### src/logic/rfcs_params.svh
// Constants for the reset flag and clock select block
`ifndef RFCS_PARAMS_SVH
`define RFCS_PARAMS_SVH
`define RFCS_ADDR_RSTSRC 4'h0
`define RFCS_ADDR_OSCCTL 4'h1
`define RFCS_ADDR_OSCCAL 4'h2
`define RFCS_ADDR_CLKSEL 4'h3
`define RFCS_ADDR_STATUS 4'h4
`define RFCS_BIT_PIN_FLAG 0
`define RFCS_BIT_POR_FLAG 1
`define RFCS_BIT_MCDRSF 2
`define RFCS_BIT_OSCEN 7
`define RFCS_BIT_OSCRDY 6
`define RFCS_OSCCTL_RST 8'hc0
`define RFCS_DIV_BY8 2'h0
`define RFCS_DIV_BY4 2'h1
`define RFCS_DIV_BY2 2'h2
`define RFCS_DIV_BY1 2'h3
`define RFCS_CLK_MHZ 100
`define RFCS_MCD_TIMEOUT_US 220
`define RFCS_POR_DELAY_MS 100
`define RFCS_MCD_CYCLES (`RFCS_MCD_TIMEOUT_US * `RFCS_CLK_MHZ)
`define RFCS_POR_CYCLES (`RFCS_POR_DELAY_MS * 1000 * `RFCS_CLK_MHZ)
`endif

### src/logic/rfcs_pkg.sv
// Types for the reset flag and clock select block
package rfcs_pkg;
  typedef enum logic [1:0] {
    RFCS_SRC_INT,
    RFCS_SRC_INT_DIV,
    RFCS_SRC_EXT
  } rfcs_src_t;
  typedef enum logic [1:0] {
    RFCS_RST_HOLD,
    RFCS_RST_RUN,
    RFCS_RST_FORCE
  } rfcs_rst_state_t;
endpackage

### src/logic/rfcs_clk_div.sv
// Divider giving one-cycle enable pulses of the system clock
`timescale 1ns/10ps
`default_nettype none
`include "rfcs_params.svh"
module rfcs_clk_div (
  input wire logic core_clk,
  input wire logic reset,
  input wire logic run,
  input wire logic [1:0] div_sel,
  output logic tick
);
  logic [2:0] cnt_r;
  logic [2:0] limit;
  always_comb begin
    unique case (div_sel)
      `RFCS_DIV_BY8: limit = 3'h7;
      `RFCS_DIV_BY4: limit = 3'h3;
      `RFCS_DIV_BY2: limit = 3'h1;
      `RFCS_DIV_BY1: limit = 3'h0;
    endcase
  end
  always_ff @(posedge core_clk) begin
    if (reset || !run) begin
      cnt_r <= 3'h0;
      tick <= 1'b0;
    end else begin
      tick <= (cnt_r >= limit);
      cnt_r <= (cnt_r >= limit) ? 3'h0 : cnt_r + 3'h1;
    end
  end
endmodule
`default_nettype wire

### src/logic/rfcs_top.sv
// Reset source flags, missing clock detector, power-on delay and clock selection
`timescale 1ns/10ps
`default_nettype none
`include "rfcs_params.svh"
//
// Contract
// - The power-on flag reads 1 only after a power-on, supply monitor or software forced reset.
// - A missing system clock for the timeout starts a system reset.
// - After power comes up reset is held for the power-on delay before the pin is released.
// - The system clock can come from the external oscillator, the internal oscillator or a scaled internal clock.
// - Software enables, disables and calibrates the internal oscillator by its registers.
// - After any system reset the internal oscillator is the system clock.
// - The calibration value sets the internal oscillator period.
// - After reset the calibration holds the factory value for the base frequency.
// - The system clock can be the internal oscillator divided by 1, 2, 4 or 8 via the divide field.
module rfcs_top import rfcs_pkg::*; #(
  parameter int POR_CYCLES = `RFCS_POR_CYCLES,
  parameter int MCD_CYCLES = `RFCS_MCD_CYCLES,
  parameter logic [7:0] FACTORY_CAL = 8'h80
) (
  input wire logic core_clk,
  input wire logic reset,
  input wire logic power_good,
  input wire logic monitor_trip,
  input wire logic pin_reset_in,
  input wire logic sysclk_alive,
  input wire logic [3:0] addr,
  input wire logic [7:0] wdata,
  input wire logic wr_en,
  input wire logic rd_en,
  output logic [7:0] rdata,
  output logic rst_pin_out,
  output logic rst_pin_oe,
  output logic sys_reset,
  output logic int_osc_en,
  output logic [7:0] int_osc_cal,
  output logic [1:0] clk_src,
  output logic sysclk_tick
);
  rfcs_rst_state_t st_r;
  logic [31:0] por_cnt_r;
  logic [31:0] mcd_cnt_r;
  logic power_on_reset_flag;
  logic pin_reset_flag;
  logic mcd_flag_r;
  logic mcd_en_r;
  logic [7:0] int_osc_control_reg;
  logic [7:0] int_osc_calibration_reg;
  logic [1:0] src_r;
  logic tick_w;
  wire wr_rst = wr_en && addr == `RFCS_ADDR_RSTSRC;
  wire wr_ctl = wr_en && addr == `RFCS_ADDR_OSCCTL;
  wire wr_cal = wr_en && addr == `RFCS_ADDR_OSCCAL;
  wire wr_sel = wr_en && addr == `RFCS_ADDR_CLKSEL;
  wire force_por = wr_rst && wdata[`RFCS_BIT_PIN_FLAG];
  wire mcd_fire = mcd_en_r && st_r == RFCS_RST_RUN && mcd_cnt_r >= MCD_CYCLES - 1;
  wire por_done = por_cnt_r >= POR_CYCLES - 1;
  wire [1:0] div_sel = int_osc_control_reg[1:0];
  wire osc_rdy = int_osc_control_reg[`RFCS_BIT_OSCEN];
  wire [7:0] rst_src_view = {5'h0, mcd_flag_r, power_on_reset_flag, pin_reset_flag};
  wire [7:0] ctl_view = {int_osc_control_reg[7], osc_rdy, 4'h0, int_osc_control_reg[1:0]};
  wire [7:0] rd_mux = addr == `RFCS_ADDR_RSTSRC ? rst_src_view :
                      addr == `RFCS_ADDR_OSCCTL ? ctl_view :
                      addr == `RFCS_ADDR_OSCCAL ? int_osc_calibration_reg :
                      addr == `RFCS_ADDR_CLKSEL ? {6'h0, src_r} :
                      addr == `RFCS_ADDR_STATUS ? {6'h0, st_r} : 8'h00;
  // Reset sequencer; a brown-out or software power-on restarts the full delay
  always_ff @(posedge core_clk) begin
    if (reset || !power_good || monitor_trip) begin
      st_r <= RFCS_RST_HOLD;
      por_cnt_r <= 32'h0;
    end else begin
      unique case (st_r)
        RFCS_RST_HOLD: begin
          por_cnt_r <= por_cnt_r + 32'h1;
          if (por_done) st_r <= RFCS_RST_RUN;
        end
        RFCS_RST_RUN: begin
          if (force_por || mcd_fire) st_r <= RFCS_RST_FORCE;
          else if (pin_reset_in) st_r <= RFCS_RST_FORCE;
        end
        RFCS_RST_FORCE: begin
          por_cnt_r <= 32'h0;
          st_r <= RFCS_RST_HOLD;
        end
      endcase
    end
  end
  // Flags describe only the latest cause, so each reset entry rewrites all of them
  always_ff @(posedge core_clk) begin
    if (reset || !power_good || monitor_trip) begin
      power_on_reset_flag <= 1'b1;
      pin_reset_flag <= 1'b0;
      mcd_flag_r <= 1'b0;
    end else if (st_r == RFCS_RST_RUN && (force_por || mcd_fire || pin_reset_in)) begin
      power_on_reset_flag <= force_por;
      pin_reset_flag <= !force_por && !mcd_fire;
      mcd_flag_r <= !force_por && mcd_fire;
    end
  end
  // Missing clock counter runs on core_clk while the system clock is idle
  always_ff @(posedge core_clk) begin
    if (reset || st_r != RFCS_RST_RUN || sysclk_alive) mcd_cnt_r <= 32'h0;
    else mcd_cnt_r <= mcd_cnt_r + 32'h1;
  end
  // Oscillator registers return to defaults on every system reset
  always_ff @(posedge core_clk) begin
    if (reset || st_r != RFCS_RST_RUN) begin
      int_osc_control_reg <= `RFCS_OSCCTL_RST;
      int_osc_calibration_reg <= FACTORY_CAL;
      src_r <= RFCS_SRC_INT;
      mcd_en_r <= 1'b0;
    end else begin
      if (wr_ctl) int_osc_control_reg <= {wdata[7], 5'h0, wdata[1:0]};
      if (wr_cal) int_osc_calibration_reg <= wdata;
      if (wr_sel && wdata[1:0] != 2'h3) src_r <= wdata[1:0];
      if (wr_rst) mcd_en_r <= wdata[`RFCS_BIT_MCDRSF];
    end
  end
  rfcs_clk_div u_div (
    .core_clk(core_clk),
    .reset(reset),
    .run(int_osc_control_reg[`RFCS_BIT_OSCEN]),
    .div_sel(div_sel),
    .tick(tick_w)
  );
  always_ff @(posedge core_clk) begin
    if (reset) begin
      rdata <= 8'h00;
      rst_pin_out <= 1'b0;
      rst_pin_oe <= 1'b1;
      sys_reset <= 1'b1;
      int_osc_en <= 1'b1;
      int_osc_cal <= FACTORY_CAL;
      clk_src <= RFCS_SRC_INT;
      sysclk_tick <= 1'b0;
    end else begin
      rdata <= rd_en ? rd_mux : 8'h00;
      rst_pin_out <= 1'b0;
      rst_pin_oe <= st_r != RFCS_RST_RUN || force_por;
      sys_reset <= st_r != RFCS_RST_RUN;
      int_osc_en <= int_osc_control_reg[`RFCS_BIT_OSCEN];
      int_osc_cal <= int_osc_calibration_reg;
      clk_src <= src_r;
      sysclk_tick <= src_r == RFCS_SRC_INT ? int_osc_control_reg[`RFCS_BIT_OSCEN] : tick_w;
    end
  end
  chk_por_hold_pin: assert property (@(posedge core_clk) disable iff (reset)
    $rose(st_r == RFCS_RST_HOLD) |-> ##1 rst_pin_oe) else $error("pin released during hold");
  chk_force_por: assert property (@(posedge core_clk) disable iff (reset)
    (st_r == RFCS_RST_RUN && force_por && power_good && !monitor_trip) |-> ##1 rst_pin_oe ##1 sys_reset)
    else $error("forced reset missing");
  chk_flag_por: assert property (@(posedge core_clk) disable iff (reset)
    (st_r == RFCS_RST_RUN && pin_reset_in && !force_por && !mcd_fire && power_good && !monitor_trip)
    |=> !power_on_reset_flag && pin_reset_flag) else $error("flags wrong after pin reset");
  chk_mcd_reset: assert property (@(posedge core_clk) disable iff (reset)
    (mcd_fire && power_good && !monitor_trip) |=> st_r == RFCS_RST_FORCE) else $error("clock loss ignored");
  chk_sel_default: assert property (@(posedge core_clk) disable iff (reset)
    (st_r == RFCS_RST_FORCE) |-> ##2 clk_src == RFCS_SRC_INT) else $error("source not internal");
  chk_cal_default: assert property (@(posedge core_clk) disable iff (reset)
    (st_r == RFCS_RST_FORCE) |-> ##2 int_osc_cal == FACTORY_CAL) else $error("calibration not restored");
  chk_cal_write: assert property (@(posedge core_clk) disable iff (reset)
    (wr_cal && st_r == RFCS_RST_RUN && power_good && !monitor_trip) |-> ##2 int_osc_cal == $past(wdata, 2))
    else $error("calibration not applied");
  chk_osc_enable: assert property (@(posedge core_clk) disable iff (reset)
    (wr_ctl && st_r == RFCS_RST_RUN && power_good && !monitor_trip) |-> ##2 int_osc_en == $past(wdata[7], 2))
    else $error("enable not applied");
endmodule
`default_nettype wire

### config.mk
export PLATFORM = sky130hd
export DESIGN_NAME = rfcs_top
export DESIGN_NICKNAME = d
export VERILOG_FILES = /design/src/logic/rfcs_pkg.sv /design/src/logic/rfcs_clk_div.sv /design/src/logic/rfcs_top.sv
export VERILOG_INCLUDE_DIRS = /design/src /design/src/logic
export SDC_FILE = /design/constraint.sdc
export NUM_CORES = 1
export LEC_CHECK = 0
export BUFFER_PORTS_ARGS = -buffer_cell sky130_fd_sc_hd__buf_2
export CAP_MARGIN = 10
export CORE_MARGIN = 3
export CORE_UTILIZATION = 23
export CTS_CLUSTER_DIAMETER = 50
export DETAILED_ROUTE_END_ITERATION = 8
export HOLD_SLACK_MARGIN = 0.15
export PLACE_DENSITY = 0.41
export SLEW_MARGIN = 20
export SYNTH_ARGS = -nofsm -noshare
export SYNTH_HDL_FRONTEND = slang
export SYNTH_HIERARCHICAL = 1
export SYNTH_SLANG_ARGS = --single-unit
### constraint.sdc
create_clock -name core_clk -period 4.7 [get_ports core_clk]
set_input_delay 0 -clock core_clk [delete_from_list [all_inputs] [get_ports core_clk]]
set_output_delay 0 -clock core_clk [all_outputs]
set_load 0.01 [all_outputs]
==> results.md, run 1 <==
- Cell taking the most area after synthesis: dfxtp_1
- Leftover overflow at the end of global routing: 0
- Number of standard-cell rows in the floorplan: 52
- Number of warnings printed during yosys synthesis: 6
- Worst-case clock buffer depth: 2
- Min-delay worst type: input port to register
- Critical-path maximum fanout: 15
- Final WS setup: 2.29 ns
- All-layer global routing usage: 9.79%
- Post-synth ARST share: 0%
- Commonest register cell after synthesis: dfxtp_1
- Pin count of the biggest net entering global routing: 33
- Final wirelength: 10.9 mm
- Number of violations of the max-capacitance limit: 0
- CTS buffer count: 9
- Top-area cell type share of the netlist area: 45.4%
- Final worst path period need: 2.41 ns
- Leading post-synthesis cells by instance count: dfxtp_1 (109), nor2_1 (68), nand2_1 (47)
- Type of the setup path with the least slack: register to register
- Cell Count Post-Placement: 832
- Antenna violations before repair: 0
- Largest cells by area after synthesis: dfxtp_1 (45%), xnor2_1 (5.5%), nor2_1 (5.3%), xor2_1 (3.8%), nand3_1 (3.8%)
- Max Clk Rate: 415 MHz
- Clock Sink Count: 109
- Total die area: 22700 um2
- Top flop regs: mcd_cnt_r: 32 flops, por_cnt_r: 32 flops
- Number of port buffers: 41
- Final slew viol count: 0
- Worst-path clk slew: 0.08 ns
- CP top delay family: simple AND/OR/NAND/NOR gates
- Starting Density: 23.6%
- Worst setup slack before clock tree synthesis: 2.25 ns
- Worst EP required: 4.93 ns
- RSZ-0062 raised after global routing: false
- Number of nets at the end of the flow: 627
- Clock skew after layout: 0.0132 ns
- N_diodes: 0
- Number of ports placed on the die boundary: 43
- CP max stage cell: nand4_1
- Post-synthesis cell type count: 55
- Total Negative Setup Slacks: 0 ns
- Crit share post-route: 51.2%
- Result of the run: completed
- Die Span X: 151 um
- Cells along the critical path: inv_1, ha_1, o2111a_1, nand4_1, nor4_1, xnor2_1, nor2_1
- Pin slew with the least headroom to its limit: 0.822 ns
- Worst setup EP type: register
- Kind of launch point of the worst setup path: register
- Via density: 4.44
- Final setup viols: 0
- Worst max-slew margin expressed relative to the limit: 45.1%
- Post-route insts no fill: 872
- Synthesized flop and latch total: 109
- Signed area change from the synthesized netlist to the final layout: 21.4%
- Worst path buffer plus inverter count: 1
- Mean instance size in the synthesized netlist: 8.91 um2
- Final hold vios: 0
- Peak ir drop on the vdd network: 0.146 mV
- Total power: 1770 uW
- HPWL after detailed placement: 7.50 mm
- Root buffer cell: clkbuf_16
- P_leak: 0.00197 uW
- Die extent in y: 151 um
- Longest individual stage delay on the worst path: 0.50 ns
- Layout cells sized above 1: 14.0%
- Weighted congestion reported at the end of routability-driven placement: 0.763
- Antenna-violating nets left: 0
- Detailed-router iteration count before antenna repair: 4
- Standard cell core area: 20400 um2
- Vias in the first global route: 3613
- Average wire per standard cell: 12.5 um
- Deepest level of the CTS H-tree: 3
- Number of flops mapped to enable cells by yosys: 0
- Synthesized netlist cell count: 539
- Library cell with the highest instance count after synthesis: dfxtp_1
- Remaining design rule violation count: 0
- Detailed router's first-iteration violation count: 190
- Mapped cell area: 4800 um2
- Via count: 3868
- First-pass GRT wire length: 17.7 mm
- Data arrival time of the critical path: 2.64 ns
- TritonCTS clock tree: done
- Clk Latency, worst-skew pair: 0.36 ns
- Synthesized Nets: 569
- Fraction of the yosys area taken by sequential cells: 45.4%
- Pwr Density: 304 nW/um2
-- per-layer routing --
| layer | up-vias | wire length (um) | global-route usage (%) |
|---|---|---|---|
| met5 | - | 0 | 0 |
| met4 | 0 | 110 | 2.97 |
| met3 | 8 | 360 | 2.77 |
| met2 | 46 | 5200 | 15.6 |
| met1 | 1829 | 5270 | 12.8 |
| li1 | 1985 | - | - |
-- worst min-delay path, delay by kind of cell --
kind            cells  cell delay, ns
compound gates      1            0.05
simple gates        2            0.23
buf+inv             2            0.28
-- where the power goes --
part | internal (uW) | switching [uW] | leakage, uW
sequential | 926 | 2.18 | 0.000879
clock | 386 | 399 | 0.000152
combinational | 27.9 | 30.4 | 0.000941
total | 1340 | 432 | 0.00197
-- layout by cell type (no fill, tap or decap), drive strengths merged, types with 2 or more instances in the layout --
cell | netlist | final
nand2b | 6 | 6
nand4 | 20 | 20
inv | 12 | 17
a21oi | 30 | 30
nand2 | 47 | 47
dlygate4sd3 | 0 | 24
and4 | 4 | 4
nor2 | 68 | 68
nor3b | 4 | 4
nand3 | 36 | 36
xnor2 | 30 | 30
or2 | 4 | 4
dfxtp | 109 | 109
or3b | 2 | 2
ha | 10 | 10
buf | 4 | 43
nor4b | 2 | 2
and3 | 10 | 10
clkbuf | 16 | 9
or3 | 12 | 12
mux4 | 2 | 2
and2 | 6 | 6
xor2 | 21 | 21
clkinv | 0 | 2
nor4 | 14 | 14
a2111oi | 2 | 2
a211oi | 2 | 2
mux2i | 4 | 4
nor3 | 18 | 18
o21ai | 19 | 19
nor2b | 14 | 14
-- cells by family (layout without fill, tap and decap cells) --
logic type | Yosys count | in the layout | share of synthesized area (%)
buffers and inverters | 32 | 95 | 2.66
other | 1 | 1 | 0.0781
muxes | 6 | 6 | 1.77
DFF | 109 | 109 | 45.4
AOI/OAI and AO/OA | 60 | 60 | 7.94
and+or+nand+nor | 270 | 270 | 30.2
adders and majority gates | 10 | 10 | 2.60
xor gates and xnor gates | 51 | 51 | 9.30
-- worst paths after layout --
path	start	to	slack [ns]	depth (start not counted)
worst max register to register	st_r[1]$_SDFFE_PP0P_	por_cnt_r[31]$_SDFFE_PP0P_	2.29	7
worst min-delay path	wr_en	int_osc_calibration_reg[1]$_SDFFE_PP0P_	0.25	5
worst max-delay path	st_r[1]$_SDFFE_PP0P_	por_cnt_r[31]$_SDFFE_PP0P_	2.29	7
worst min register to register	int_osc_calibration_reg[4]$_SDFFE_PP0P_	int_osc_calibration_reg[4]$_SDFFE_PP0P_	0.46	2
-- cell type report --
class / count / area [um2]
multi-input combinational: 398 / 2500
timing repair buffer: 67 / 460
clock inverter: 7 / 83.8
tap: 270 / 338
sequential: 109 / 2180
fill: 2178 / 14500
clock buffer: 9 / 225
inverter: 12 / 45.0
-- repair_timing --
item,in CTS,in global routing
hold buffers,24,0
hold endpoints to repair,41,0
buffers inserted,0,0
gates resized for setup,0,0
-- through the flow --
stage / utilization, % / hold WS (ns) / instance area [um2]
2_1_floorplan: - / 0.0716 / 4800
3_3_place_gp: 25.9 / 0.261 / 5280
3_5_place_dp: 25.9 / 0.269 / 5280
4_1_cts: 28.6 / 0.232 / 5830
5_1_grt: 28.6 / 0.254 / 5830
6_report: 28.6 / 0.248 / 5830
No activity file was read; power rests on OpenSTA's default activity.
==> inputs of run 2 (changes only) <==
==> constraint.sdc (replaced) <==
create_clock -name core_clk -period 2.4 [get_ports core_clk]
set_input_delay 0 -clock core_clk [delete_from_list [all_inputs] [get_ports core_clk]]
set_output_delay 0 -clock core_clk [all_outputs]
set_load 0.01 [all_outputs]
==> run 2 against run 1 <==
Against the previous run:
- setup slack worse by 2.2 ns
- sequential share of layout area down 0.30 points
- sequential power up 96%
==> results.md, run 2 (synthesized netlist as in run 1, its figures left out) <==
- Worst-case clock buffer depth: 2
- Starting Density: 23.6%
- Final slew viol count: 0
- Worst hold path startpoint: wr_en
- Detailed-router iteration count before antenna repair: 4
- Data arrival time of the critical path: 2.54 ns
- Root buffer cell: clkbuf_16
- Number of nets at the end of the flow: 633
- Worst setup EP type: register
- Clk Latency, worst-skew pair: 0.36 ns
- Startpoint of the worst setup timing path: mcd_cnt_r[29]$_SDFF_PP0_
- Antenna-violating nets left: 0
- Kind of launch point of the worst setup path: register
- RSZ-0062 raised after global routing: false
- Antenna violations before repair: 0
- Number of port buffers: 41
- Top flop regs: mcd_cnt_r: 32 flops, por_cnt_r: 32 flops
- Worst max-slew margin expressed relative to the limit: 60.8%
- Worst-path clk slew: 0.08 ns
- TritonCTS clock tree: done
- Via density: 4.45
- Type of the setup path with the least slack: register to register
- HPWL after detailed placement: 7.68 mm
- Leftover overflow at the end of global routing: 0
- Weighted congestion reported at the end of routability-driven placement: 0.796
- Most frequent cells in the layout: dfxtp_1 (109), nor2_1 (68), nand2_1 (47), buf_2 (41), nand3_1 (36)
- Peak ir drop on the vdd network: 0.289 mV
- Crit share post-route: 95.4%
- Standard cell core area: 20400 um2
- CTS buffer count: 9
- Layout cells sized above 1: 15.1%
- Die extent in y: 151 um
- Final wirelength: 11.0 mm
- Number of ports placed on the die boundary: 43
- Number of violations of the max-capacitance limit: 0
- Clock Sink Count: 109
- Pwr Density: 584 nW/um2
- Commonest non-fill, non-tap cell in the layout: dfxtp_1
- Critical-path maximum fanout: 5
- Deepest level of the CTS H-tree: 3
- Final worst path period need: 2.29 ns
- P_leak: 0.00199 uW
- Clock skew after layout: 0.00876 ns
- Remaining design rule violation count: 0
- Buffers inserted during post-CTS setup optimization: 0
- Post-Route Utilization: 28.9%
- Number of standard-cell rows in the floorplan: 52
- Pin count of the biggest net entering global routing: 33
- Total power: 3430 uW
- Result of the run: completed
- Die Span X: 151 um
- R2r startpoint: mcd_cnt_r[29]$_SDFF_PP0_
- Pin slew with the least headroom to its limit: 0.587 ns
- All-layer global routing usage: 9.78%
- Final setup viols: 0
- N_diodes: 0
- First-pass GRT wire length: 17.8 mm
- Detailed router's first-iteration violation count: 183
- Total die area: 22700 um2
- Worst EP required: 2.65 ns
- Total Negative Setup Slacks: 0 ns
- Max Clk Rate: 437 MHz
- Signed area change from the synthesized netlist to the final layout: 22.4%
- Average wire per standard cell: 12.5 um
- Min-delay worst type: input port to register
- Final hold vios: 0
- Via count: 3911
- Worst R2R Setup Slack: 0.11 ns
- Vias in the first global route: 3684
## run 2: through the flow
stage          hold slack (ns)  setup WS (ns)  cell area, um2  instances
2_1_floorplan           0.0716          0.492            4800        539
3_3_place_gp             0.262          0.374            5330        839
3_5_place_dp             0.269          0.322            5330        839
4_1_cts                  0.255         0.0752            5870        878
5_1_grt                  0.281        0.00248            5880        878
6_report                 0.282          0.112            5880        878
## run 2: layer usage
layer  routed length, um  part of all wire, %  vias to the layer above  global-route usage, %
met5                   0                    0                        -                      0
met4                 153                  1.4                        0                   3.29
met3                 348                  3.2                       11                   2.68
met2                5180                   47                       53                   15.4
met1                5290                   48                     1851                   12.9
li1                    -                    -                     1996                      -
## run 2: cell type report
type,count,area [um2]
flip-flops and latches,109,2180
multi-input cells,398,2510
clock inverters,7,78.8
fillers,2156,14500
well taps,270,338
clock buffers,9,225
repair buffers,73,503
inverters,12,45.0
## run 2: power breakdown
part / switching [uW] / internal (uW)
sequential: 4.35 / 1810
clock: 757 / 742
combinational: 59.1 / 56.1
## run 2: final timing paths
path	depth (start not counted)	end
worst max-delay path	6	mcd_flag_r$_SDFFE_PP0P_
worst min-delay path	5	int_osc_control_reg[0]$_SDFFE_PP0P_
worst max register to register	6	mcd_flag_r$_SDFFE_PP0P_
worst min register to register	2	int_osc_calibration_reg[4]$_SDFFE_PP0P_
## run 2: critical path, stage by stage, from the launching register on
cell and delay, ns:
dfxtp_1 0.36, nor4_1 0.37, nand3_1 0.21, o311a_2 0.45, a22oi_1 0.21, nor2_1 0.05
dlygate4sd3_1 0.54
## run 2: timing repair
action,4_1_cts,5_1_grt
endpoints found under the setup margin,0,1
hold buffers,23,0
resized for setup,0,2
endpoints found under the hold margin,41,0
